## config.mk

```make
export PLATFORM = sky130hd
export DESIGN_NAME = hips_sequencer
export DESIGN_NICKNAME = d
export VERILOG_FILES = /design/src/shared/hips_pkg.sv /design/src/rtl/hips_filter.sv /design/src/rtl/hips_sequencer.sv
export VERILOG_INCLUDE_DIRS = /design/src /design/src/shared
export SDC_FILE = /design/constraint.sdc
export NUM_CORES = 1
export LEC_CHECK = 0
export ABC_AREA = 1
export BUFFER_PORTS_ARGS = -buffer_cell sky130_fd_sc_hd__buf_4
export CAP_MARGIN = 25
export CELL_PAD_IN_SITES_DETAIL_PLACEMENT = 0
export CELL_PAD_IN_SITES_GLOBAL_PLACEMENT = 1
export CORE_UTILIZATION = 38
export DETAILED_ROUTE_END_ITERATION = 8
export PLACE_DENSITY = 0.83
export SETUP_SLACK_MARGIN = 0.02
export SYNTH_ARGS = -nofsm -noshare
export SYNTH_HDL_FRONTEND = slang
export SYNTH_SLANG_ARGS = --single-unit
export TNS_END_PERCENT = 100
```

## constraint.sdc

```tcl
create_clock -name aclk -period 1.8 [get_ports aclk]
set_input_delay 0.27 -clock aclk [delete_from_list [all_inputs] [get_ports aclk]]
set_output_delay 0.27 -clock aclk [all_outputs]
set_load 0.005 [all_outputs]
```

## src/shared/hips_defs.svh

```systemverilog
// Constants for the hot insert power sequencer
`ifndef HIPS_DEFS_SVH
`define HIPS_DEFS_SVH

`define HIPS_CLK_HZ 100000000
`define HIPS_SEAT_MS 20
`define HIPS_REQ_MS 20
`define HIPS_RISE_MS 200
`define HIPS_FALL_US 32
`define HIPS_OVC_US 20
`define HIPS_SEAT_CYC (`HIPS_SEAT_MS * (`HIPS_CLK_HZ / 1000))
`define HIPS_REQ_CYC (`HIPS_REQ_MS * (`HIPS_CLK_HZ / 1000))
`define HIPS_RISE_CYC (`HIPS_RISE_MS * (`HIPS_CLK_HZ / 1000))
`define HIPS_FALL_CYC (`HIPS_FALL_US * (`HIPS_CLK_HZ / 1000000))
`define HIPS_OVC_CYC (`HIPS_OVC_US * (`HIPS_CLK_HZ / 1000000))

`define HIPS_OFS_CTRL 32'h0000_0000
`define HIPS_OFS_STATUS 32'h0000_0004
`define HIPS_CTRL_RST 1'b0
`define HIPS_CTRL_SOFT_CYCLE 0
`define HIPS_ST_STATE_LSB 0
`define HIPS_ST_GOOD 3
`define HIPS_ST_RESET_N 4
`define HIPS_ST_FAULT 5
`define HIPS_ST_SEATED 6
`define HIPS_ST_INPUTS_OK 7
`define HIPS_RESP_OKAY 2'h0
`define HIPS_RESP_SLVERR 2'h2

`endif

```

## src/shared/hips_pkg.sv

```systemverilog
// Types of the hot insert power sequencer
package hips_pkg;

	typedef enum logic [2:0] {ST_IDLE, ST_ON, ST_DISCH, ST_FAULT, ST_RETRY} hips_state_e;

	typedef enum logic [1:0] {REG_CTRL, REG_STATUS, REG_NONE} hips_reg_e;

	typedef struct packed {
		logic seat_sense_a_n;
		logic seat_sense_b_n;
		logic power_cycle_req_n;
		logic low_rail_input_ok;
		logic high_rail_input_ok;
		logic low_rail_output_good;
		logic low_rail_below_std;
		logic high_rail_below_std;
		logic low_rail_below_alt;
		logic high_rail_below_alt;
		logic overcurrent;
	} hips_sense_s;

	typedef struct packed {
		logic ramp_current_en;
		logic charge_pump_en;
		logic negative_supply_switch_on;
		logic gate_pulldown;
		logic supply_good;
		logic sys_reset_n;
		logic bus_isolate;
		logic fault_n;
	} hips_drive_s;

endpackage

```

## src/rtl/hips_filter.sv

```systemverilog
// Qualification timer: a level held longer than COUNT cycles
`timescale 1ns/10ps
module hips_filter #(
	parameter int unsigned COUNT = 16,
	parameter int unsigned CW = $clog2(COUNT + 1)
) (
	input wire logic aclk,
	input wire logic aresetn,
	input wire logic active,
	output logic qual,
	output logic fire
);
	logic [CW-1:0] cnt_r;
	logic qual_r;
	logic fire_r;
	logic qual_nxt;

	assign qual_nxt = active && (cnt_r == COUNT[CW-1:0]);
	assign qual = qual_r;
	assign fire = fire_r;

	// Restarts whenever the level drops, so short pulses never qualify
	always_ff @(posedge aclk) begin
		if (!aresetn) begin
			cnt_r <= '0;
		end else if (!active) begin
			cnt_r <= '0;
		end else if (cnt_r != COUNT[CW-1:0]) begin
			cnt_r <= cnt_r + 1'b1;
		end
	end

	always_ff @(posedge aclk) begin
		if (!aresetn) begin
			qual_r <= 1'b0;
			fire_r <= 1'b0;
		end else begin
			qual_r <= qual_nxt;
			fire_r <= qual_nxt && !qual_r;
		end
	end
endmodule // hips_filter

```

## src/rtl/hips_sequencer.sv

```systemverilog
// Hot insert power sequencer with AXI4-Lite control and status
`timescale 1ns/10ps
`include "hips_defs.svh"
module hips_sequencer #(
	parameter int unsigned SEAT_CYC = `HIPS_SEAT_CYC,
	parameter int unsigned REQ_CYC = `HIPS_REQ_CYC,
	parameter int unsigned RISE_CYC = `HIPS_RISE_CYC,
	parameter bit ALT_TRIP = 1'b0
) (
	input wire logic aclk,
	input wire logic aresetn,
	input wire logic awvalid,
	output logic awready,
	input wire logic [31:0] awaddr,
	input wire logic [2:0] awprot,
	input wire logic wvalid,
	output logic wready,
	input wire logic [31:0] wdata,
	input wire logic [3:0] wstrb,
	output logic bvalid,
	input wire logic bready,
	output logic [1:0] bresp,
	input wire logic arvalid,
	output logic arready,
	input wire logic [31:0] araddr,
	input wire logic [2:0] arprot,
	output logic rvalid,
	input wire logic rready,
	output logic [31:0] rdata,
	output logic [1:0] rresp,
	input wire hips_pkg::hips_sense_s sense,
	output hips_pkg::hips_drive_s drive
);
	localparam int unsigned FALL_CYC = `HIPS_FALL_CYC;
	localparam int unsigned OVC_CYC = `HIPS_OVC_CYC;

	function automatic hips_pkg::hips_reg_e decode(input logic [31:0] addr);
		if (addr[31:2] == 30'(`HIPS_OFS_CTRL >> 2)) begin
			return hips_pkg::REG_CTRL;
		end else if (addr[31:2] == 30'(`HIPS_OFS_STATUS >> 2)) begin
			return hips_pkg::REG_STATUS;
		end
		return hips_pkg::REG_NONE;
	endfunction

	hips_pkg::hips_state_e state_r;
	hips_pkg::hips_state_e state_nxt;
	hips_pkg::hips_drive_s drive_r;
	hips_pkg::hips_drive_s drive_nxt;
	logic soft_cycle_r;
	logic seated_raw;
	logic inputs_ok;
	logic req_low;
	logic below_trip;
	logic seat_qual;
	logic req_fire;
	logic ovc_fire;
	logic rise_fire;
	logic fall_fire;
	logic aw_held_r;
	logic w_held_r;
	logic [31:0] awaddr_r;
	logic [31:0] wdata_r;
	logic [3:0] wstrb_r;
	logic bvalid_r;
	logic [1:0] bresp_r;
	logic rvalid_r;
	logic [31:0] rdata_r;
	logic [1:0] rresp_r;

	// Seat senses are grounded by the host only when fully inserted
	assign seated_raw = !sense.seat_sense_a_n && !sense.seat_sense_b_n;
	assign inputs_ok = sense.low_rail_input_ok && sense.high_rail_input_ok;
	assign req_low = !sense.power_cycle_req_n || soft_cycle_r;
	// Build option picks which ground sense comparator pair is used
	assign below_trip = ALT_TRIP ? (sense.low_rail_below_alt && sense.high_rail_below_alt) :
		(sense.low_rail_below_std && sense.high_rail_below_std);

	hips_filter #(.COUNT(SEAT_CYC)) u_seat (
		.aclk(aclk),
		.aresetn(aresetn),
		.active(seated_raw),
		.qual(seat_qual),
		.fire()
	);

	// A request shorter than the window never fires
	hips_filter #(.COUNT(REQ_CYC)) u_req (
		.aclk(aclk),
		.aresetn(aresetn),
		.active(req_low),
		.qual(),
		.fire(req_fire)
	);

	hips_filter #(.COUNT(OVC_CYC)) u_ovc (
		.aclk(aclk),
		.aresetn(aresetn),
		.active(sense.overcurrent && state_r == hips_pkg::ST_ON),
		.qual(),
		.fire(ovc_fire)
	);

	hips_filter #(.COUNT(RISE_CYC)) u_rise (
		.aclk(aclk),
		.aresetn(aresetn),
		.active(drive_r.supply_good),
		.qual(),
		.fire(rise_fire)
	);

	hips_filter #(.COUNT(FALL_CYC)) u_fall (
		.aclk(aclk),
		.aresetn(aresetn),
		.active(!drive_r.supply_good),
		.qual(),
		.fire(fall_fire)
	);

	// Sequencing state
	always_comb begin
		state_nxt = state_r;
		unique case (state_r)
			hips_pkg::ST_IDLE: begin
				if (seat_qual && inputs_ok && !req_low) begin
					state_nxt = hips_pkg::ST_ON;
				end
			end
			hips_pkg::ST_ON: begin
				if (!inputs_ok || !seated_raw) begin
					state_nxt = hips_pkg::ST_IDLE;
				end else if (ovc_fire) begin
					state_nxt = hips_pkg::ST_FAULT;
				end else if (req_fire) begin
					state_nxt = hips_pkg::ST_DISCH;
				end
			end
			hips_pkg::ST_DISCH: begin
				// Held while the request is low, then until both rails are down
				if (!req_low && below_trip) begin
					state_nxt = hips_pkg::ST_IDLE;
				end
			end
			hips_pkg::ST_FAULT: begin
				if (!inputs_ok) begin
					state_nxt = hips_pkg::ST_IDLE;
				end else if (req_fire) begin
					// A board pulled out while tripped waits in retry for a fresh seat
					state_nxt = (below_trip && seat_qual) ? hips_pkg::ST_ON :
						hips_pkg::ST_RETRY;
				end
			end
			hips_pkg::ST_RETRY: begin
				if (!inputs_ok) begin
					state_nxt = hips_pkg::ST_IDLE;
				end else if (below_trip && seat_qual) begin
					state_nxt = hips_pkg::ST_ON;
				end
			end
			default: begin
				state_nxt = hips_pkg::ST_IDLE;
			end
		endcase
	end

	always_ff @(posedge aclk) begin
		if (!aresetn) begin
			state_r <= hips_pkg::ST_IDLE;
		end else begin
			state_r <= state_nxt;
		end
	end

	// Supply drive outputs follow the next state
	always_comb begin
		drive_nxt = drive_r;
		drive_nxt.ramp_current_en = (state_nxt == hips_pkg::ST_ON);
		drive_nxt.charge_pump_en = (state_nxt == hips_pkg::ST_ON);
		drive_nxt.negative_supply_switch_on = (state_nxt == hips_pkg::ST_ON);
		drive_nxt.gate_pulldown = (state_nxt != hips_pkg::ST_ON);
		drive_nxt.fault_n = (state_nxt != hips_pkg::ST_FAULT);
		// Comparator passes straight through; only a fault forces it low
		drive_nxt.supply_good = sense.low_rail_output_good &&
			(state_nxt != hips_pkg::ST_FAULT);
		if (rise_fire) begin
			drive_nxt.sys_reset_n = 1'b1;
		end else if (fall_fire) begin
			drive_nxt.sys_reset_n = 1'b0;
		end
		drive_nxt.bus_isolate = !drive_nxt.sys_reset_n;
	end

	always_ff @(posedge aclk) begin
		if (!aresetn) begin
			drive_r <= '{default: 1'b0, gate_pulldown: 1'b1, bus_isolate: 1'b1,
				fault_n: 1'b1};
		end else begin
			drive_r <= drive_nxt;
		end
	end

	assign drive = drive_r;

	// AXI4-Lite write channels, taken in either order
	assign awready = !aw_held_r && !bvalid_r;
	assign wready = !w_held_r && !bvalid_r;
	assign bvalid = bvalid_r;
	assign bresp = bresp_r;

	always_ff @(posedge aclk) begin
		if (!aresetn) begin
			aw_held_r <= 1'b0;
			awaddr_r <= 32'h0000_0000;
		end else if (awvalid && awready) begin
			aw_held_r <= 1'b1;
			awaddr_r <= awaddr;
		end else if (aw_held_r && w_held_r) begin
			aw_held_r <= 1'b0;
		end
	end

	always_ff @(posedge aclk) begin
		if (!aresetn) begin
			w_held_r <= 1'b0;
			wdata_r <= 32'h0000_0000;
			wstrb_r <= 4'h0;
		end else if (wvalid && wready) begin
			w_held_r <= 1'b1;
			wdata_r <= wdata;
			wstrb_r <= wstrb;
		end else if (aw_held_r && w_held_r) begin
			w_held_r <= 1'b0;
		end
	end

	always_ff @(posedge aclk) begin
		if (!aresetn) begin
			bvalid_r <= 1'b0;
			bresp_r <= `HIPS_RESP_OKAY;
		end else if (aw_held_r && w_held_r) begin
			bvalid_r <= 1'b1;
			bresp_r <= (decode(awaddr_r) == hips_pkg::REG_NONE) ? `HIPS_RESP_SLVERR :
				`HIPS_RESP_OKAY;
		end else if (bready) begin
			bvalid_r <= 1'b0;
		end
	end

	// Software power-cycle request bit
	always_ff @(posedge aclk) begin
		if (!aresetn) begin
			soft_cycle_r <= `HIPS_CTRL_RST;
		end else if (aw_held_r && w_held_r && wstrb_r[0] &&
			decode(awaddr_r) == hips_pkg::REG_CTRL) begin
			soft_cycle_r <= wdata_r[`HIPS_CTRL_SOFT_CYCLE];
		end
	end

	// AXI4-Lite read channel
	assign arready = !rvalid_r;
	assign rvalid = rvalid_r;
	assign rdata = rdata_r;
	assign rresp = rresp_r;

	always_ff @(posedge aclk) begin
		if (!aresetn) begin
			rvalid_r <= 1'b0;
			rdata_r <= 32'h0000_0000;
			rresp_r <= `HIPS_RESP_OKAY;
		end else if (arvalid && arready) begin
			rvalid_r <= 1'b1;
			rdata_r <= 32'h0000_0000;
			rresp_r <= `HIPS_RESP_OKAY;
			unique case (decode(araddr))
				hips_pkg::REG_CTRL: begin
					rdata_r[`HIPS_CTRL_SOFT_CYCLE] <= soft_cycle_r;
				end
				hips_pkg::REG_STATUS: begin
					rdata_r[`HIPS_ST_STATE_LSB +: 3] <= state_r;
					rdata_r[`HIPS_ST_GOOD] <= drive_r.supply_good;
					rdata_r[`HIPS_ST_RESET_N] <= drive_r.sys_reset_n;
					rdata_r[`HIPS_ST_FAULT] <= !drive_r.fault_n;
					rdata_r[`HIPS_ST_SEATED] <= seat_qual;
					rdata_r[`HIPS_ST_INPUTS_OK] <= inputs_ok;
				end
				hips_pkg::REG_NONE: begin
					rresp_r <= `HIPS_RESP_SLVERR;
				end
			endcase
		end else if (rready) begin
			rvalid_r <= 1'b0;
		end
	end
endmodule // hips_sequencer

```

==> flow_summary.json <==
{
  "synth_cells": 1096,
  "hp-start": "bready",
  "yosys.area.top_type": "dfxtp_1",
  "antenna_cells": 0,
  "clk_pin_slew_ns": 0.07,
  "syn_avg_cell_area_um2": 6.872,
  "synth_area_leaders": "dfxtp_1 (41%), nand2_1 (9.7%), inv_1 (7.8%), nor2_1 (7.7%), a21oi_1 (7.2%)",
  "yosysWarningCount": 0,
  "combPwrFrac_pct": 6.8,
  "gp_congestion": 0.8194,
  "synth_xor_xnor_area_share_pct": 0.3488,
  "power_density_mw_per_mm2": 851.8,
  "synth_area_mm2": 0.007532,
  "p_int_w": 0.005771,
  "seqPwrFrac_pct": 45.6,
  "top_layer": "met4",
  "finalSetupViolCount": 0,
  "cts_root_buf": "clkbuf_16",
  "synth_top_cell_area_share_pct": 41.20,
  "ys_types": 41,
  "fin_nets": 1337,
  "grt_overflow": 0,
  "post-dp-hpwl_mm": 13.18,
  "clk_path_buf_depth": 2,
  "cap_violations": 0,
  "regToRegSetupSlack_ns": 0.24,
  "fin_crit_ns": 1.563,
  "max_slew_margin_pct": 66.28,
  "drv_slew": 0,
  "ys_ff_latch": 155,
  "grt_pass1_vias": 6265,
  "rsz0062_at_grt": "no",
  "period_share_pct": 86.85,
  "required_ns": 2.16,
  "hold_violations": 0,
  "synth_top_family_by_area": "simple AND/OR/NAND/NOR gates",
  "peakVddDrop_v": 0.0006345,
  "die_area_mm2": 0.02039,
  "drtIter0Drc": 327,
  "synth.area.mux_share_pct": 0,
  "r2r-end": "u_seat.cnt_r[20]",
  "vias_per_cell": 4.673,
  "leakage_nw": 3.576,
  "cts_tree": "built",
  "cp-start-kind": "register",
  "yosys-top-cells-count": "nand2_1 (194), inv_1 (157), dfxtp_1 (155), nor2_1 (155), a21oi_1 (108)",
  "vias": 6920,
  "hold_path.class": "input port to register",
  "antenna_found_initial": 0,
  "cts_hold_buffers": 0,
  "synth-compound-area-share_pct": 13.54,
  "wl_met1_mm": 8.708,
  "initial_core_util_pct": 38.70,
  "hold_path_depth": 4,
  "crit_type": "register to register",
  "grt_pass1_wl_mm": 29.14,
  "cts_buffers": 17,
  "critPathMaxFanout": 6,
  "dr.pass1.iters": 5,
  "wirelength_mm": 17.58,
  "wl_met2_mm": 7.645,
  "clock_skew_ns": 0.01239,
  "tns_ns": 0,
  "power.total_w": 0.007790,
  "p_switching_w": 0.002019,
  "io_buffer_count": 100,
  "hold_path_end": "bvalid",
  "grt_usage_pct": 18.05,
  "worstSetupEndpointType": "register",
  "cp.arrival_ns": 1.93,
  "worst_pin_slew_ns": 0.5039,
  "switching_share_pct": 25.91,
  "reg2reg_depth": 7,
  "ant_nets": 0,
  "timing.rr.start": "u_seat.cnt_r[0]",
  "clock_latency_ns": 0.43,
  "synthFlopType": "dfxtp_1",
  "dieHeight_um": 142.8,
  "max_freq_mhz": 639.7,
  "avgRoutedWirePerCell_um": 11.87,
  "synth_edf_count": 0,
  "yosysSeqAreaShare_pct": 41.20,
  "rows": 51,
  "core_mm2": 0.01946,
  "die_w_um": 142.8,
  "io_pins": 173,
  "grt_max_degree": 60,
  "yosys.area_share.simple_pct": 30.91,
  "cts_htree_levels": 4,
  "drc_errors": 0,
  "clockPowerShare_pct": 47.6,
  "async_reset_ff_share_pct": 0,
  "cts_sinks": 155,
  "yosysMostFrequentCell": "nand2_1",
  "drive_above_1_share_pct": 14.47,
  "outcome": "completed",
  "yosys.area_share.adder_pct": 1.661,
  "area_growth_pct": 21.41,
  "met3_wirelength_um": 933
}
-- final cells by class --
type                       count  area [um^2]
clock buffer                  17        425.4
clock inverter                15        203.9
fill                        2041        10320
inverter                     168        635.6
multi-input combinational    752         3602
sequential                   155         3103
tap                          265        331.6
timing repair buffer         109        843.3
-- cells in the final DEF (no fill, tap or decap), types with 5 or more instances in the layout --
master / n
nor2_2: 6
inv_2: 8
o21ai_0: 78
buf_4: 107
dfxtp_1: 155
nand4_1: 35
ha_1: 10
clkbuf_16: 17
nor3_1: 31
clkinv_8: 6
nand3_1: 66
nand3b_1: 5
nor3_2: 6
inv_1: 157
nand2_1: 194
nor2_1: 155
conb_1: 26
a21oi_1: 108
-- worst max-delay path, stage by stage, from the launching register on --
cell and delay, ns:
dfxtp_1 0.42, ha_1 0.20, nand2_1 0.14, nor3_4 0.26
inv_1 0.12, nor2_1 0.14, nand3b_1 0.09, a21oi_1 0.14
-- power by group through the flow --
stage | logic (W) | clock network, W | registers, W
2_1_floorplan | 0.000333 | 0 | 0.00362
3_3_place_gp | 0.000531 | 0 | 0.00363
3_5_place_dp | 0.000534 | 0 | 0.00363
4_1_cts | 0.000537 | 0.00382 | 0.00355
5_1_grt | 0.000610 | 0.00397 | 0.00356
6_report | 0.000532 | 0.00371 | 0.00355
-- layer usage --
layer / vias up / global-route usage, %
li1: 3713 / -
met1: 3053 / 23.77
met2: 134 / 28.48
met3: 20 / 4.527
met4: 0 / 6.452
met5: - / 0
-- through the flow --
| step | worst slack (ns) | util [%] | area [um^2] | instances | hold WS, ns |
|---|---|---|---|---|---|
| after global routing | 0.03453 | 46.99 | 9145 | 1481 | 0.08947 |
| after floorplan | 0.4297 | - | 7626 | 1121 | 0.3682 |
| after CTS | 0.2258 | 46.96 | 9140 | 1481 | 0.06883 |
| after global placement | 0.2611 | 43.73 | 8511 | 1449 | 0.3715 |
| after detailed placement | 0.2574 | 43.73 | 8511 | 1449 | 0.3741 |
| final | 0.2367 | 46.99 | 9145 | 1481 | 0.08260 |
-- repair_timing --
item	CTS	global route
setup endpoints to repair	0	1
buffers inserted	0	0
gates resized for setup	0	1
-- kinds of logic after synthesis --
family / after synthesis
fa+ha+maj: 10
buf+inv: 214
flops: 155
compound gates: 198
xor+xnor: 3
other cells: 1
simple gates: 515
-- worst max path at each step --
stage,start,endpoint,slack (ns)
floorplan,u_req.cnt_r[0],u_req.cnt_r[10],0.43
global placement,u_rise.cnt_r[1],u_rise.cnt_r[20],0.26
detailed placement,u_rise.cnt_r[1],u_rise.cnt_r[20],0.26
CTS,u_rise.cnt_r[0],u_rise.cnt_r[20],0.23
global route,u_rise.cnt_r[1],u_rise.cnt_r[22],0.03
finish,u_seat.cnt_r[0],u_seat.cnt_r[20],0.24
-- registers in the layout (all words and copies together), names as in the netlist, 3 cells and up --
signal and cells:
u_rise.cnt_r 25, u_seat.cnt_r 21, rdata 8, u_fall.cnt_r 12, awaddr_r 30, u_req.cnt_r 21
u_ovc.cnt_r 11, state_r 3, drive 6
Power figures use the tool's default switching activity.
